<file path="src/design/pll_serial_pkg.sv">
// shared constants and types for the synthesizer control port and its host
package pll_serial_pkg;

    // ****************************************
    // frame layout
    // ****************************************
    localparam int          ADDR_BITS       = 6;
    localparam int          DATA_BITS       = 24;
    localparam int          FRAME_RISES     = 32;
    localparam logic [5:0]  LAST_ADDR_RISE  = 6'h06;
    localparam logic [5:0]  FIRST_DATA_RISE = 6'h07;
    localparam logic [5:0]  LAST_DATA_RISE  = 6'h1E;
    localparam logic [5:0]  FINAL_RISE      = 6'h20;

    // ****************************************
    // device register map
    // ****************************************
    localparam logic [5:0]  ADDR_STROBE     = 6'h00;
    localparam logic [5:0]  ADDR_ENABLE     = 6'h01;
    localparam logic [5:0]  ADDR_OVERRIDE   = 6'h02;
    localparam logic [15:0] ENABLE_RESET    = 16'hFE9B;
    localparam logic [1:0]  OVERRIDE_RESET  = 2'h3;

    // strobe register bits
    localparam int          STB_REGS        = 0;
    localparam int          STB_DIGITAL     = 1;
    localparam int          STB_TEMP        = 3;

    // enable register bits
    localparam int          EN_VCO_BUF      = 0;
    localparam int          EN_BIAS         = 1;
    localparam int          EN_REF_DIV      = 2;
    localparam int          EN_REFMUX_DIG   = 3;
    localparam int          EN_DIVREF_DIG   = 4;
    localparam int          EN_SQR_DIG      = 5;
    localparam int          EN_SIN_DIG      = 6;
    localparam int          EN_SQR_BUF      = 7;
    localparam int          EN_SIN_BUF      = 8;
    localparam int          EN_VCO_CLK      = 9;
    localparam int          EN_PRESCALER    = 10;
    localparam int          EN_LOCK_GATE    = 11;
    localparam int          EN_PUMP         = 12;
    localparam int          EN_MODULATOR    = 13;
    localparam int          EN_LOCK_CIRCUIT = 14;
    localparam int          EN_SLIP_GUARD   = 15;

    // override register bits
    localparam int          OVR_VALUE       = 0;
    localparam int          OVR_FORCE       = 1;

    // ****************************************
    // host register map
    // ****************************************
    localparam logic [3:0]  HOST_COMMAND    = 4'h0;
    localparam logic [3:0]  HOST_WDATA      = 4'h1;
    localparam logic [3:0]  HOST_RDATA      = 4'h2;
    localparam logic [3:0]  HOST_STATUS     = 4'h3;
    localparam int          CMD_READ        = 6;
    localparam int          STAT_BUSY       = 0;
    localparam int          STAT_DONE       = 1;

    // ****************************************
    // timing
    // ****************************************
    localparam int          CLOCK_NS        = 5;
    localparam int          SCLK_HALF_NS    = 80;
    localparam logic [4:0]  HALF_CYCLES     = 5'((SCLK_HALF_NS + CLOCK_NS - 1) / CLOCK_NS);

    typedef enum logic [1:0] {
        HOST_IDLE  = 2'b00,
        HOST_SHIFT = 2'b01,
        HOST_GAP   = 2'b11
    } host_state_t;

endpackage

</file>
<file path="src/design/pll_link_if.sv">
// serial programming link between the host controller and the synthesizer
interface pll_link_if;
    logic sen;
    logic sclk;
    logic sdi;
    logic sdo;
    logic sdo_oe_n;
    logic sdo_line;

    // released line floats high through a pull-up
    assign sdo_line = sdo_oe_n ? 1'b1 : sdo;

    modport device(input sen, input sclk, input sdi, output sdo, output sdo_oe_n);
    modport host(output sen, output sclk, output sdi, input sdo_line);
endinterface

</file>
<file path="src/design/pll_enable_strobe_regs.sv">
// synthesizer end: serial slave, enable register, output override and strobes
module pll_enable_strobe_regs
    import pll_serial_pkg::*;
#(
    parameter logic [23:0] CHIP_ID = 24'h00A5A5  // arbitrary value
) (
    input  wire logic      clock,
    input  wire logic      reset,
    pll_link_if.device     link,
    input  wire logic      lock_detect_raw,
    input  wire logic      ref_sine_select,
    input  wire logic      slip_feature_on,
    input  wire logic      integer_mode,
    output logic           vco_buffer_on,
    output logic           bias_on,
    output logic           ref_divider_run,
    output logic           ref_divider_bypass,
    output logic           refmux_clock_gate,
    output logic           divref_to_digital,
    output logic           square_clock_to_digital,
    output logic           sine_clock_to_digital,
    output logic           square_ref_buffer_on,
    output logic           sine_ref_buffer_on,
    output logic           modulator_clock_from_vco,
    output logic           prescaler_on,
    output logic           lock_detect_run,
    output logic           pump_output_on,
    output logic           modulator_run,
    output logic           lock_circuit_run,
    output logic           cycle_slip_guard,
    output logic           soft_reset_digital,
    output logic           temp_measure_strobe
);

    // ****************************************
    // pin synchronisers
    // ****************************************
    logic [3:0]  sync1;
    logic [3:0]  sync2;
    logic [3:0]  sync3;
    logic [3:0]  pin_level;
    logic [3:0]  pin_prev;
    logic        sen_on;
    logic        sclk_rise;
    logic        sdi_bit;
    logic        lock_seen;

    // three stages, a level moves once stages two and three agree
    always_ff @(posedge clock or posedge reset) begin
        if (reset) begin
            sync1     <= 4'h0;
            sync2     <= 4'h0;
            sync3     <= 4'h0;
            pin_level <= 4'h0;
            pin_prev  <= 4'h0;
        end else begin
            sync1 <= {lock_detect_raw, link.sen, link.sclk, link.sdi};
            sync2 <= sync1;
            sync3 <= sync2;
            for (int i = 0; i < 4; i++) begin
                if (sync2[i] == sync3[i]) begin
                    pin_level[i] <= sync3[i];
                end
            end
            pin_prev <= pin_level;
        end
    end

    assign lock_seen = pin_level[3];
    assign sen_on    = pin_level[2];
    assign sclk_rise = pin_level[1] & ~pin_prev[1];
    assign sdi_bit   = pin_level[0];

    // ****************************************
    // registers
    // ****************************************
    logic [15:0] enable_ctrl;
    logic [1:0]  serial_override;
    logic [5:0]  bit_count;
    logic        read_cycle;
    logic [5:0]  addr_shift;
    logic [23:0] data_shift;
    logic        sdo_bit;
    logic        commit;
    logic        regs_restore;
    logic        reading;

    // readback mux for the addressed register
    function automatic logic [23:0] read_value(input logic [5:0] addr);
        case (addr)
            ADDR_STROBE:   read_value = CHIP_ID;
            ADDR_ENABLE:   read_value = {8'h00, enable_ctrl};
            ADDR_OVERRIDE: read_value = {22'h000000, serial_override};
            default:       read_value = 24'h000000;
        endcase
    endfunction

    // ****************************************
    // serial frame
    // ****************************************

    // counts sclk rises inside a frame, shifts address and data
    always_ff @(posedge clock or posedge reset) begin
        if (reset) begin
            bit_count  <= 6'h00;
            read_cycle <= 1'b0;
            addr_shift <= 6'h00;
            data_shift <= 24'h000000;
            sdo_bit    <= 1'b0;
            commit     <= 1'b0;
        end else if (!sen_on) begin
            bit_count  <= 6'h00;
            read_cycle <= 1'b0;
            commit     <= 1'b0;
        end else begin
            commit <= 1'b0;
            if (sclk_rise) begin
                if (bit_count != FINAL_RISE) begin
                    bit_count <= bit_count + 6'h01;
                end
                if (bit_count == 6'h00) begin
                    read_cycle <= sdi_bit;
                end else if (bit_count <= LAST_ADDR_RISE) begin
                    addr_shift <= {addr_shift[4:0], sdi_bit};
                    if (bit_count == LAST_ADDR_RISE && read_cycle) begin
                        data_shift <= read_value({addr_shift[4:0], sdi_bit});
                    end
                end else if (bit_count <= LAST_DATA_RISE) begin
                    if (read_cycle) begin
                        sdo_bit    <= data_shift[23];
                        data_shift <= {data_shift[22:0], 1'b0};
                    end else begin
                        data_shift <= {data_shift[22:0], sdi_bit};
                        commit     <= (bit_count == LAST_DATA_RISE);
                    end
                end
            end
        end
    end

    assign reading = sen_on & read_cycle & (bit_count > FIRST_DATA_RISE);

    // strobes fire for one cycle and hold nothing
    always_ff @(posedge clock or posedge reset) begin
        if (reset) begin
            regs_restore        <= 1'b0;
            soft_reset_digital  <= 1'b0;
            temp_measure_strobe <= 1'b0;
        end else begin
            regs_restore        <= commit && addr_shift == ADDR_STROBE
                                   && data_shift[STB_REGS];
            soft_reset_digital  <= commit && addr_shift == ADDR_STROBE
                                   && data_shift[STB_DIGITAL];
            temp_measure_strobe <= commit && addr_shift == ADDR_STROBE
                                   && data_shift[STB_TEMP];
        end
    end

    // stored registers, restored by the register strobe
    always_ff @(posedge clock or posedge reset) begin
        if (reset) begin
            enable_ctrl     <= ENABLE_RESET;
            serial_override <= OVERRIDE_RESET;
        end else if (regs_restore) begin
            enable_ctrl     <= ENABLE_RESET;
            serial_override <= OVERRIDE_RESET;
        end else if (commit) begin
            if (addr_shift == ADDR_ENABLE) begin
                enable_ctrl <= data_shift[15:0];
            end
            if (addr_shift == ADDR_OVERRIDE) begin
                serial_override <= data_shift[1:0];
            end
        end
    end

    // ****************************************
    // block controls
    // ****************************************

    // every block but the modulator clock select and the divider bypass is held off while bias is cleared
    always_ff @(posedge clock or posedge reset) begin
        if (reset) begin
            vco_buffer_on            <= 1'b0;
            bias_on                  <= 1'b0;
            ref_divider_run          <= 1'b0;
            ref_divider_bypass       <= 1'b1;
            refmux_clock_gate        <= 1'b0;
            divref_to_digital        <= 1'b0;
            square_clock_to_digital  <= 1'b0;
            sine_clock_to_digital    <= 1'b0;
            square_ref_buffer_on     <= 1'b0;
            sine_ref_buffer_on       <= 1'b0;
            modulator_clock_from_vco <= 1'b0;
            prescaler_on             <= 1'b0;
            lock_detect_run          <= 1'b0;
            pump_output_on           <= 1'b0;
            modulator_run            <= 1'b0;
            lock_circuit_run         <= 1'b0;
            cycle_slip_guard         <= 1'b0;
        end else begin
            bias_on                  <= enable_ctrl[EN_BIAS];
            vco_buffer_on            <= enable_ctrl[EN_BIAS] & enable_ctrl[EN_VCO_BUF];
            ref_divider_run          <= enable_ctrl[EN_BIAS] & enable_ctrl[EN_REF_DIV];
            ref_divider_bypass       <= ~enable_ctrl[EN_REF_DIV];
            refmux_clock_gate        <= enable_ctrl[EN_BIAS] & enable_ctrl[EN_REFMUX_DIG];
            divref_to_digital        <= enable_ctrl[EN_BIAS] & enable_ctrl[EN_DIVREF_DIG];
            square_clock_to_digital  <= enable_ctrl[EN_BIAS] & enable_ctrl[EN_SQR_DIG];
            sine_clock_to_digital    <= enable_ctrl[EN_BIAS] & enable_ctrl[EN_SIN_DIG];
            square_ref_buffer_on     <= enable_ctrl[EN_BIAS] & enable_ctrl[EN_SQR_BUF]
                                        & ~ref_sine_select;
            sine_ref_buffer_on       <= enable_ctrl[EN_BIAS] & enable_ctrl[EN_SIN_BUF]
                                        & ref_sine_select;
            modulator_clock_from_vco <= enable_ctrl[EN_VCO_CLK];
            prescaler_on             <= enable_ctrl[EN_BIAS] & enable_ctrl[EN_PRESCALER];
            lock_detect_run          <= enable_ctrl[EN_BIAS] & enable_ctrl[EN_LOCK_GATE];
            pump_output_on           <= enable_ctrl[EN_BIAS] & enable_ctrl[EN_PUMP];
            modulator_run            <= enable_ctrl[EN_BIAS] & enable_ctrl[EN_MODULATOR]
                                        & ~integer_mode;
            lock_circuit_run         <= enable_ctrl[EN_BIAS] & enable_ctrl[EN_LOCK_CIRCUIT];
            cycle_slip_guard         <= enable_ctrl[EN_BIAS] & enable_ctrl[EN_SLIP_GUARD]
                                        & slip_feature_on;
        end
    end

    // ****************************************
    // shared serial out / lock detect pin
    // ****************************************

    // force wins, then read data, then gated lock detect
    always_ff @(posedge clock or posedge reset) begin
        if (reset) begin
            link.sdo      <= 1'b0;
            link.sdo_oe_n <= 1'b1;
        end else if (serial_override[OVR_FORCE]) begin
            link.sdo      <= serial_override[OVR_VALUE];
            link.sdo_oe_n <= 1'b0;
        end else if (reading) begin
            link.sdo      <= sdo_bit;
            link.sdo_oe_n <= 1'b0;
        end else begin
            link.sdo      <= lock_seen & enable_ctrl[EN_LOCK_GATE];
            link.sdo_oe_n <= ~enable_ctrl[EN_LOCK_GATE];
        end
    end

endmodule

</file>
<file path="src/flat_wrapper.sv">
// flat-port wrapper written by rule: the top's interface ports become plain ports
module pll_enable_strobe_regs_flat import pll_serial_pkg::*;
#(
    parameter logic [23:0] CHIP_ID = 24'h00A5A5                    
)
  (clock, reset, lock_detect_raw, ref_sine_select, slip_feature_on, integer_mode, vco_buffer_on, bias_on, ref_divider_run, ref_divider_bypass, refmux_clock_gate, divref_to_digital, square_clock_to_digital, sine_clock_to_digital, square_ref_buffer_on, sine_ref_buffer_on, modulator_clock_from_vco, prescaler_on, lock_detect_run, pump_output_on, modulator_run, lock_circuit_run, cycle_slip_guard, soft_reset_digital, temp_measure_strobe, link_sen, link_sclk, link_sdi, link_sdo, link_sdo_oe_n);
  pll_link_if link_i ();
  input  wire logic clock;
  input  wire logic reset;
  input  wire logic lock_detect_raw;
  input  wire logic ref_sine_select;
  input  wire logic slip_feature_on;
  input  wire logic integer_mode;
  output logic vco_buffer_on;
  output logic bias_on;
  output logic ref_divider_run;
  output logic ref_divider_bypass;
  output logic refmux_clock_gate;
  output logic divref_to_digital;
  output logic square_clock_to_digital;
  output logic sine_clock_to_digital;
  output logic square_ref_buffer_on;
  output logic sine_ref_buffer_on;
  output logic modulator_clock_from_vco;
  output logic prescaler_on;
  output logic lock_detect_run;
  output logic pump_output_on;
  output logic modulator_run;
  output logic lock_circuit_run;
  output logic cycle_slip_guard;
  output logic soft_reset_digital;
  output logic temp_measure_strobe;
  input wire logic [$bits(link_i.sen)-1:0] link_sen;
  input wire logic [$bits(link_i.sclk)-1:0] link_sclk;
  input wire logic [$bits(link_i.sdi)-1:0] link_sdi;
  output wire logic [$bits(link_i.sdo)-1:0] link_sdo;
  output wire logic [$bits(link_i.sdo_oe_n)-1:0] link_sdo_oe_n;
  assign link_i.sen = link_sen;
  assign link_i.sclk = link_sclk;
  assign link_i.sdi = link_sdi;
  assign link_sdo = link_i.sdo;
  assign link_sdo_oe_n = link_i.sdo_oe_n;
  pll_enable_strobe_regs #(.CHIP_ID(CHIP_ID)) u_core (.clock(clock), .reset(reset), .link(link_i), .lock_detect_raw(lock_detect_raw), .ref_sine_select(ref_sine_select), .slip_feature_on(slip_feature_on), .integer_mode(integer_mode), .vco_buffer_on(vco_buffer_on), .bias_on(bias_on), .ref_divider_run(ref_divider_run), .ref_divider_bypass(ref_divider_bypass), .refmux_clock_gate(refmux_clock_gate), .divref_to_digital(divref_to_digital), .square_clock_to_digital(square_clock_to_digital), .sine_clock_to_digital(sine_clock_to_digital), .square_ref_buffer_on(square_ref_buffer_on), .sine_ref_buffer_on(sine_ref_buffer_on), .modulator_clock_from_vco(modulator_clock_from_vco), .prescaler_on(prescaler_on), .lock_detect_run(lock_detect_run), .pump_output_on(pump_output_on), .modulator_run(modulator_run), .lock_circuit_run(lock_circuit_run), .cycle_slip_guard(cycle_slip_guard), .soft_reset_digital(soft_reset_digital), .temp_measure_strobe(temp_measure_strobe));
endmodule
</file>
<file path="config.mk">
export PLATFORM = sky130hd
export DESIGN_NAME = pll_enable_strobe_regs_flat
export DESIGN_NICKNAME = d
export VERILOG_FILES = /design/src/design/pll_serial_pkg.sv /design/src/design/pll_link_if.sv /design/src/design/pll_enable_strobe_regs.sv /design/src/flat_wrapper.sv
export SDC_FILE = /design/constraint.sdc
export NUM_CORES = 1
export LEC_CHECK = 0
export ABC_AREA = 1
export BUFFER_PORTS_ARGS = -buffer_cell sky130_fd_sc_hd__buf_2
export CORE_MARGIN = 2
export CORE_UTILIZATION = 55
export DETAILED_ROUTE_END_ITERATION = 10
export PLACE_DENSITY = 0.74
export SLEW_MARGIN = 25
export SYNTH_ARGS = -nofsm -noshare
export SYNTH_HDL_FRONTEND = slang
export SYNTH_SLANG_ARGS = --single-unit
</file>
<file path="constraint.sdc">
create_clock -name clock -period 4.1 [get_ports clock]
set_input_delay 0.82 -clock clock [delete_from_list [all_inputs] [get_ports clock]]
set_output_delay 0.82 -clock clock [all_outputs]
set_load 0.005 [all_outputs]
</file>
# --- Word-level counts from Yosys, hierarchy flattened ---
# Index checks and enable logic that the tools add are counted.
totals:
  reg_bits: 97
  out_inout_bits: 21
  inputBits: 9
classes:
  reduce_logical: 19
  bitwise: 29
  addsub: 1
  n_lt_le_gt_ge: 3
  n_mux: 27
  n_eq_ne: 15
ops:
  columns: ["op", "n"]
  rows:
  - ["$mux W24", 3]
  - ["$mux W16", 3]
  - ["$pmux W16 S3", 1]
  - ["$and A1 B1 Y1", 22]
  - ["$logic_not A6 Y1", 3]
  - ["$mux W6", 3]
  - ["$mux W1", 14]
  - ["$eq A6 B1 Y1 const B", 2]
  - ["$eq A6 B2 Y1 const B", 2]
  - ["$ne A2 B2 Y1 const B", 4]
  - ["$reduce_and A2 Y1", 4]
  - ["$reduce_bool A2 Y1", 4]
  - ["$not A1 Y1", 7]
  - ["$add A6 B1 Y6 const B", 1]
  - ["$eq A6 B3 Y1 const B", 1]
  - ["$eq A6 B5 Y1 const B", 1]
  - ["$gt A6 B3 Y1 const B", 1]
  - ["$le A6 B3 Y1 const B", 1]
  - ["$le A6 B5 Y1 const B", 1]
  - ["$mux W2", 3]
  - ["$ne A6 B6 Y1 const B", 1]
  - ["$reduce_and A6 Y1", 1]
  - ["$logic_and A1 B1 Y1", 5]
  - ["$reduce_and A5 Y1", 1]
  - ["2 further kinds", 5]

# --- Depth between registers and ports, before layout ---
# Gate-level depths: netlist (run 1).
logic_depth:
  word_depth: 7
  mapped_depth: 11
  depth_no_buf: 10

# --- Worst setup path after synthesis (run 1) ---
# OpenSTA, ideal clock, no wires.
synth_path:
  kind: "register -> register"
  from: "register u_core.bit_count[0]"
  to: "register u_core.data_shift[0]"
  synth_period_minus_slack_ns: 1.575
  slack_ns: 2.525
  path_stages_with_launch: 12
  setup_ns: 0.116
  t_arrival_ns: 1.458
  path_cell_list: "dfrtp_1 > inv_1 > ha_1 > nand2_1 > nor2_1 > nand2_1 > nand3_2 > clkinv_2 > nand3_4 > buf_4 > nand2_1 > nand2_1"
synth_between:
  elab_chain_cells: 4
  word_cells_on_any_way: 10
  classes_between: "2 x order compare; 2 x eq/ne; 1 x mux; 1 x bitwise; 4 x reduce/logical"
synth_rtl:
  columns: ["element", "line_no", "text"]
  rows:
  - ["start: declaration", "pll_enable_strobe_regs.sv:79", "logic [5:0] bit_count;"]
  - ["start signal: assignment", "pll_enable_strobe_regs.sv:119", "bit_count <= bit_count + 6'h01;"]
  - ["parallel branches: the longest is 4 deep, another holds $le A6 B3 Y1", null, null]
  - ["end signal: assignment", "pll_enable_strobe_regs.sv:126", "data_shift <= read_value({addr_shift[4:0], sdi_bit});"]
  - ["end signal: assignment", "pll_enable_strobe_regs.sv:131", "data_shift <= {data_shift[22:0], 1'b0};"]
  - ["end signal: assignment", "pll_enable_strobe_regs.sv:133", "data_shift <= {data_shift[22:0], sdi_bit};"]
  - ["end: declaration", "pll_enable_strobe_regs.sv:82", "logic [23:0] data_shift;"]
# Parallel ways; which one is timed is not known.
# A chain may end at the register's enable or synchronous reset.

# --- Worst setup path in the final report (run 1) ---
layout_path:
  from: "register u_core.addr_shift[4]"
  to: "register u_core.enable_ctrl[2]"
layout_between:
  elab_chain_cells: 3
layout_rtl:
  columns: ["element", "line_no", "text"]
  rows:
  - ["start: declaration", "pll_enable_strobe_regs.sv:81", "logic [5:0] addr_shift;"]
  - ["start signal: assignment", "pll_enable_strobe_regs.sv:124", "addr_shift <= {addr_shift[4:0], sdi_bit};"]
  - ["$eq A6 B1 Y1", "pll_enable_strobe_regs.sv:168", "if (addr_shift == ADDR_ENABLE) begin"]
  - ["$reduce_bool A2 Y1 (no line)", null, null]
  - ["$reduce_and A2 Y1 (no line)", null, null]
  - ["end signal: assignment", "pll_enable_strobe_regs.sv:169", "enable_ctrl <= data_shift[15:0];"]
  - ["end: declaration", "pll_enable_strobe_regs.sv:77", "logic [15:0] enable_ctrl;"]
# No other way between the ends.

==> impl_metrics.csv, run 1 <==
group,metric,value,unit
worst_setup_path,reg2reg_depth,6,
detailed_routing,drt-vias-per-instance,5.143,
min_path,hp-class,"reg2reg",
sta,worstMarginPinSlew,0.8724,ns
cells_and_area,fin_nets,489,
pwr,seqPwrFrac,52.2,%
detailed_routing,drtAntennaViolNets,0,
worst_setup_path,regToRegSetupSlack,2.08,ns
worst_setup_path,end_kind,"flop",
grt,grt_pass1_vias,2987,
detailed_routing,dr.pass1.iters,4,
clocking,clock-root-buffer,"clkbuf_8",
clocking,clk_latency,0.38,ns
placement,port-buffer-count,29,
worst_setup_path,worst_ep_arrival_time,2.28,ns
placement,hpwl,5075,um
pwr,p_int,1.416,mW
flow_run,maxCapViolCount,0,
die,die_h,89.74,um
yosys,synthDistinctLibCells,28,
cells_and_area,final_cell_mix,"156 x nand2_1, 80 x dfrtp_1, 36 x nand3_1, 36 x o21ai_0, 34 x inv_1",
clocking,htreeDepth,3,
clocking,cts.sinks,96,
yosys,synth_edf_count,0,
detailed_routing,wl,7809,um
run_status,status,"complete, no violations",
min_path,hold_end,"u_core.sync2[3]$_DFF_PP0_",
clocking,clk_pin_slew,0.11,ns
detailed_routing,num_vias,2988,
pwr,p_per_area,447.4,nW/um2
yosys,synth_ff_type,"dfrtp_1",
worst_setup_path,rr_startpoint,"u_core.addr_shift[4]$_DFFE_PP0P_",
sta,setup_tns,0,ns
sta,fin_crit_sh,49.32,%
sta,finalClockSkew,0.01610,ns
grt,grt_util_met1,30.34,%
worst_setup_path,rr_endpoint,"u_core.enable_ctrl[2]$_DFFE_PP0P_",
grt,use_met2,33.59,%
clocking,cts_setup_buffers,0,
sta,hold_viol,0,
sta,finalMaxSlewViolations,0,
detailed_routing,initialDrtViolationCount,236,
die,fp.dieArea,8052,um2
yosys,postSynthAreaPerCell,9.024,um2
sta,whs,0.3566,ns
yosys,syn-cell-area,4043,um2
sta,rsz0062_at_grt,"no",
cells_and_area,layout-drive-gt1-share,16.18,%
worst_setup_path,start_kind,"flop",
yosys,async_flop_share,100.0,%
pwr,power.leakage,2.304,nW
pwr,p_sw,579.3,uW
yosys,synthCells,448,
grt,grtUsageMet3,3.353,%
die,start_util,56.34,%
worst_setup_path,crit_type,"reg2reg",
worst_setup_path,worst-path-max-fanout,16,
sta,fmax,494.5,MHz
grt,grt_max_degree,54,
die,io_pins,30,
yosys,synth_seq_area_share,59.92,%
clocking,cts_buffer_depth,2,
yosys,ys_warn_count,0,
grt,grt_usage,21.56,%
yosys,synth_nets,460,
worst_setup_path,required,4.36,ns
cells_and_area,final_common_cell,"nand2_1",
cells_and_area,stdcell_count,581,
pwr,clockPowerShare,34.5,%
sta,post-route-min-period,2.022,ns
pwr,power_frac_comb,13.3,%
pwr,p_total,1.995,mW
clocking,cts_tree,"built",
detailed_routing,drcViolationCount,0,
detailed_routing,wl_per_cell,13.44,um
pwr,p_sw_share,29.03,%
grt,grt_pass1_wl,14040,um
pwr,peakVddDrop,0.0002734,V
clocking,holdBufCountCts,0,
cells_and_area,final_util,62.16,%
min_path,min_path_cells,0,
clocking,cts_buffers,9,
die,die_width,89.74,um
sta,slew_headroom,41.77,%
clocking,cts-resized-gates,0,
yosys,synth-seq-cells,96,
grt,gr-total-overflow,0,
grt,grt.busiest_layer,"met2",
placement,dp.cells,565,
min_path,hold_start,"u_core.sync1[3]$_DFF_PP0_",
placement,routabilityCongestion,0.8177,
grt,antenna_found_initial,0,
cells_and_area,diodes,0,
die,rows,31,
cells_and_area,area_growth,10.34,%
sta,setup_viol_count_final,0,
die,core,7176,um2
## stage by stage
stage,area [um2],setup WS [ns]
global route,4461,1.835
global placement,4235,2.176
detailed placement,4235,2.146
CTS,4461,2.117
floorplan,4043,0.8011
finish,4461,2.078
## registers in the layout (all words and copies together) (netlist names), 2 cells and up
name and flops:
u_core.enable_ctrl 16, u_core.sync2 4, u_core.pin_level 4, u_core.bit_count 6
u_core.serial_override 2, u_core.sync3 4, u_core.sync1 4, u_core.data_shift 24
u_core.addr_shift 6
## synth_stat cells (2+ instances only)
| library cell | number | area (um2) |
|---|---|---|
| and3_1 | 2 | 12.51 |
| buf_2 | 5 | 25.02 |
| clkbuf_1 | 2 | 7.510 |
| dfstp_2 | 16 | 420.4 |
| nor3_1 | 2 | 10.01 |
| a21oi_1 | 13 | 65.06 |
| nand2_2 | 4 | 25.02 |
| maj3_1 | 4 | 40.04 |
| nand4_1 | 8 | 50.05 |
| inv_1 | 35 | 131.4 |
| nor2_1 | 26 | 97.59 |
| xor2_1 | 2 | 17.52 |
| ha_1 | 3 | 37.54 |
| o21ai_0 | 36 | 180.2 |
| nor2_2 | 3 | 18.77 |
| nand2_1 | 156 | 585.6 |
| nand3_1 | 36 | 180.2 |
| dfrtp_1 | 80 | 2002 |
| buf_4 | 3 | 22.52 |
| buf_6 | 4 | 45.04 |
## metal layers
| metal | wire [um] | vias up | part of all wire [%] |
|---|---|---|---|
| li1 | - | 1487 | - |
| met1 | 3714 | 1410 | 48 |
| met2 | 3576 | 74 | 46 |
| met3 | 355 | 17 | 4.5 |
| met4 | 162 | 0 | 2.1 |
| met5 | 0 | - | 0 |
## kinds of logic (layout without fill, tap and decap cells)
family / count (synthesis) / in the layout / share of synthesized area (%)
and+or+nand+nor: 241 / 241 / 25.35
xor gates and xnor gates: 2 / 2 / 0.4334
buffers and inverters: 51 / 85 / 5.942
DFF: 96 / 96 / 59.92
adders and majority gates: 7 / 7 / 1.919
AOI/OAI and AO/OA: 51 / 51 / 6.438
## cell type report
cell class	instances	area, um2
fill	591	2715
sequential	96	2422
multi-input combinational	301	1380
timing repair buffer	32	167.7
inverter	37	141.4
clock buffer	9	123.9
tap	99	123.9
clock inverter	7	101.3
## power groups by stage
stage,clock [mW],combinational (mW),sequential [mW]
floorplan,0,0.210,1.04
CTS,0.697,0.266,1.04
finish,0.689,0.265,1.04
global placement,0,0.257,1.06
detailed placement,0,0.265,1.06
global route,0.746,0.307,1.05
## how the worst max path moves through the flow
stage | startpoint | endpoint | slack [ns] | cells past startpoint
after floorplan | reset | u_core.addr_shift[0]$_DFFE_PP0P_ | 0.80 | 1
after global placement | u_core.bit_count[4]$_DFFE_PP0P_ | u_core.data_shift[11]$_DFFE_PP0P_ | 2.18 | 9
after detailed placement | u_core.bit_count[4]$_DFFE_PP0P_ | u_core.data_shift[11]$_DFFE_PP0P_ | 2.15 | 9
after CTS | u_core.bit_count[4]$_DFFE_PP0P_ | u_core.data_shift[11]$_DFFE_PP0P_ | 2.12 | 9
after global routing | u_core.bit_count[0]$_DFFE_PP0P_ | u_core.data_shift[22]$_DFFE_PP0P_ | 1.83 | 9
final | u_core.addr_shift[4]$_DFFE_PP0P_ | u_core.enable_ctrl[2]$_DFFE_PP0P_ | 2.08 | 6
## worst max-delay path: stages, from the launching register on
cell,delay (ns)
dfrtp_1,0.42
nor2_2,0.28
nand3_1,0.13
nor2_2,0.56
nor2_2,0.30
inv_1,0.13
o21ai_0,0.09
(Power assumes the default switching activity.)
==> run 2, diff against run 1 <==
- ABC_AREA: 1 -> 0
- clock period: 4.1 -> 2 ns (I/O delays scaled with it)
==> run 2 against run 1 <==
  * Worst hold slack worse by 0.22 ns
  * Highest routed layer unchanged
  * Area after synthesis up 0.53%
  * The flow now finishes with violations (negative setup slack)
  * Setup slack worse by 2.1 ns
  * Clock power up 110%
  * Via count down 8.7%
==> impl_metrics.csv, run 2 <==
group,metric,value,unit
run_status,status,"complete, but fails checks",
run_status,violations,"negative setup slack",
die,rows,31,
cells_and_area,fin_nets,397,
sta,fin_crit_sh,101.8,%
clocking,cts_tree,"built",
yosys,netlist.area_leader.share,49.26,%
cells_and_area,largest_reg_flops,24,
die,start_util,56.33,%
grt,antenna_found_initial,0,
sta,whs,0.1338,ns
sta,setup_viol_count_final,17,
clocking,clk_latency,0.36,ns
worst_setup_path,reg2reg_depth,5,
sta,setup_tns,-0.1858,ns
cells_and_area,top_register,"u_core.data_shift",
grt,grt_max_degree,97,
yosys,synth_common_cells,"80 x dfrtp_1, 43 x nand2_1, 16 x dfstp_2",
yosys,synth-seq-cells,96,
detailed_routing,num_vias,2727,
yosys,muxShareOfSynthArea,10.31,%
yosys,async_flop_share,100.0,%
detailed_routing,drt-vias-per-instance,5.577,
cells_and_area,final_cell_mix,"79 x dfrtp_1, 43 x nand2_1, 29 x buf_2, 23 x buf_4, 16 x dfstp_2",
clocking,cts.sinks,96,
worst_setup_path,start_kind,"flop",
sta,worstMarginPinSlew,0.5694,ns
sta,setup_ws,-0.03559,ns
placement,hpwl,5070,um
detailed_routing,drcViolationCount,0,
placement,routabilityCongestion,0.9207,
yosys,postSynthAreaPerCell,12.13,um2
worst_setup_path,required,2.24,ns
detailed_routing,initialDrtViolationCount,132,
flow_run,maxCapViolCount,0,
worst_setup_path,rr_endpoint,"u_core.data_shift[17]$_DFFE_PP0P_",
cells_and_area,fillCellCount,562,
placement,pre_cts_slack,-0.02775,ns
grt,grt_pass1_vias,2839,
die,die_width,89.96,um
yosys,synth_area_leader_cell,"dfrtp_1",
detailed_routing,wl,7774,um
yosys,synth-xor-area-share,0.6466,%
detailed_routing,drtAntennaViolNets,0,
cells_and_area,area_growth,15.98,%
worst_setup_path,rr_startpoint,"u_core.bit_count[4]$_DFFE_PP0P_",
sta,post-route-min-period,2.036,ns
cells_and_area,regArea,2424,um2
detailed_routing,wl_per_cell,15.90,um
min_path,hold_end,"u_core.sync1[3]$_DFF_PP0_",
clocking,cts_buffer_depth,2,
sta,fmax,491.3,MHz
grt,grt_pass1_wl,13250,um
worst_setup_path,crit_type,"reg2reg",
sta,slew_headroom,61.44,%
worst_setup_path,worst_ep_arrival_time,2.28,ns
die,die_h,89.96,um
yosys,synth_edf_count,0,
cells_and_area,layout-drive-gt1-share,29.74,%
yosys,syn-cell-area,4064,um2
placement,port-buffer-count,29,
pwr,p_per_area,833.2,nW/um2
cells_and_area,diodes,0,
pwr,peakVddDrop,0.0005778,V
clocking,htreeDepth,3,
clocking,cts_buffers,9,
yosys,synthDistinctLibCells,49,
die,fp.dieArea,8093,um2
sta,rsz0062_at_grt,"yes",
worst_setup_path,regToRegSetupSlack,-0.04,ns
worst_setup_path,end_kind,"flop",
clocking,holdBufCountCts,0,
min_path,hold_start,"lock_detect_raw",
die,io_pins,30,
sta,hold_viol,0,
sta,finalClockSkew,0.01227,ns
clocking,clock-root-buffer,"clkbuf_8",
yosys,synth_ff_type,"dfrtp_1",
cells_and_area,final_common_cell,"dfrtp_1",
min_path,hp-class,"in2reg",
cells_and_area,multi_input_area,1513,um2
sta,finalMaxSlewViolations,0,
yosys,synthCells,335,
yosys,synth_seq_area_share,59.61,%
cells_and_area,largestRegisters,"u_core.data_shift: 24 flops, u_core.enable_ctrl: 16 flops",
clocking,clk_pin_slew,0.10,ns
yosys,synth_top_family_by_area,"simple AND/OR/NAND/NOR gates",
worst_setup_path,worst-path-max-fanout,22,
yosys,yosys-top-cells-area,"dfrtp_1 49%, dfstp_2 10%, mux2_4 5.5%",
yosys,synth_nets,347,
yosys,ys_warn_count,0,
yosys,synth_compound_area_share,8.282,%
pwr,power.leakage,2.229,nW
grt,grt_usage,20.64,%
die,core,7214,um2
grt,gr-total-overflow,0,
min_path,min_path_cells,1,
detailed_routing,dr.pass1.iters,5,
yosys,synthAdderAreaFrac,1.909,%
yosys,synthSimpleGateAreaFrac,16.07,%
yosys,yosys.cell_count.top_type,"dfrtp_1",
pwr,p_total,3.927,mW
run 2: changes by cell type after synthesis, sizes merged, moves of 14 or more:
cell,delta
nand2,-117
inv,-20
nand3b,+14
nor2,-18
o21ai,-28
mux2,+26
nand3,-34
run 2: how the worst max path moves through the flow:
| stage | from | to | slack, ns | cells after the start |
|---|---|---|---|---|
| 2_1_floorplan | u_core.bit_count[4]$_DFFE_PP0P_ | u_core.data_shift[10]$_DFFE_PP0P_ | -0.10 | 5 |
| 3_3_place_gp | u_core.bit_count[4]$_DFFE_PP0P_ | u_core.data_shift[19]$_DFFE_PP0P_ | 0.008 | 5 |
| 3_5_place_dp | u_core.bit_count[4]$_DFFE_PP0P_ | u_core.data_shift[21]$_DFFE_PP0P_ | -0.03 | 5 |
| 4_1_cts | u_core.bit_count[4]$_DFFE_PP0P_ | u_core.data_shift[21]$_DFFE_PP0P_ | -0.04 | 5 |
| 5_1_grt | u_core.bit_count[4]$_DFFE_PP0P_ | u_core.data_shift[23]$_DFFE_PP0P_ | -0.1 | 5 |
| 6_report | u_core.bit_count[4]$_DFFE_PP0P_ | u_core.data_shift[17]$_DFFE_PP0P_ | -0.04 | 5 |
run 2: cell type report:
cell class / count / share of cell area (%)
Sequential cell: 96 / 51.42
Timing Repair Buffer: 54 / 7.592
Tap cell: 99 / 2.628
Clock inverter: 6 / 2.071
Inverter: 15 / 1.274
Clock buffer: 10 / 2.920
Multi-Input combinational cell: 209 / 32.09
run 2: timing repair:
item | in CTS | in global routing
setup buffers | 0 | 0
setup endpoints to repair | 15 | 28
cloned | 0 | 0
gates resized for setup | 0 | 1
run 2: per-stage QoR:
step                      area, um2  util [%]  instances
final                          4713     65.33        489
after global routing           4713     65.33        489
after CTS                      4712     65.31        489
after detailed placement       4477     62.05        473
after global placement         4477     62.05        473
after floorplan                4068         -        335
run 2: power breakdown:
part,internal [mW],switching (mW),leakage (nW)
Combinational,0.189,0.234,0.870
Sequential,1.99,0.0684,1.24
Clock,0.756,0.688,0.119
run 2: cells by family (layout without fill, tap and decap cells):
| family | count (synthesis) | count (layout) |
|---|---|---|
| fa+ha+maj | 7 | 7 |
| buf+inv | 30 | 85 |
| xor+xnor | 3 | 3 |
| flops | 96 | 96 |
| mux | 33 | 33 |
| simple gates | 120 | 120 |
| compound gates | 46 | 46 |
run 2: worst max-delay path: stages, from the launching register on:
cell,delay (ns)
dfrtp_1,0.38
or3_4,0.39
or4_4,0.44
a21oi_4,0.16
buf_12,0.21
mux2_1,0.34
run 2: routing by layer:
metal  track usage (%)  vias up  share of wire (%)
li1                  -     1267                  -
met1             25.41     1373                 42
met2             35.61       71                 51
met3             4.107       16                4.6
met4             8.974        0                2.0
met5                 0        -                  0
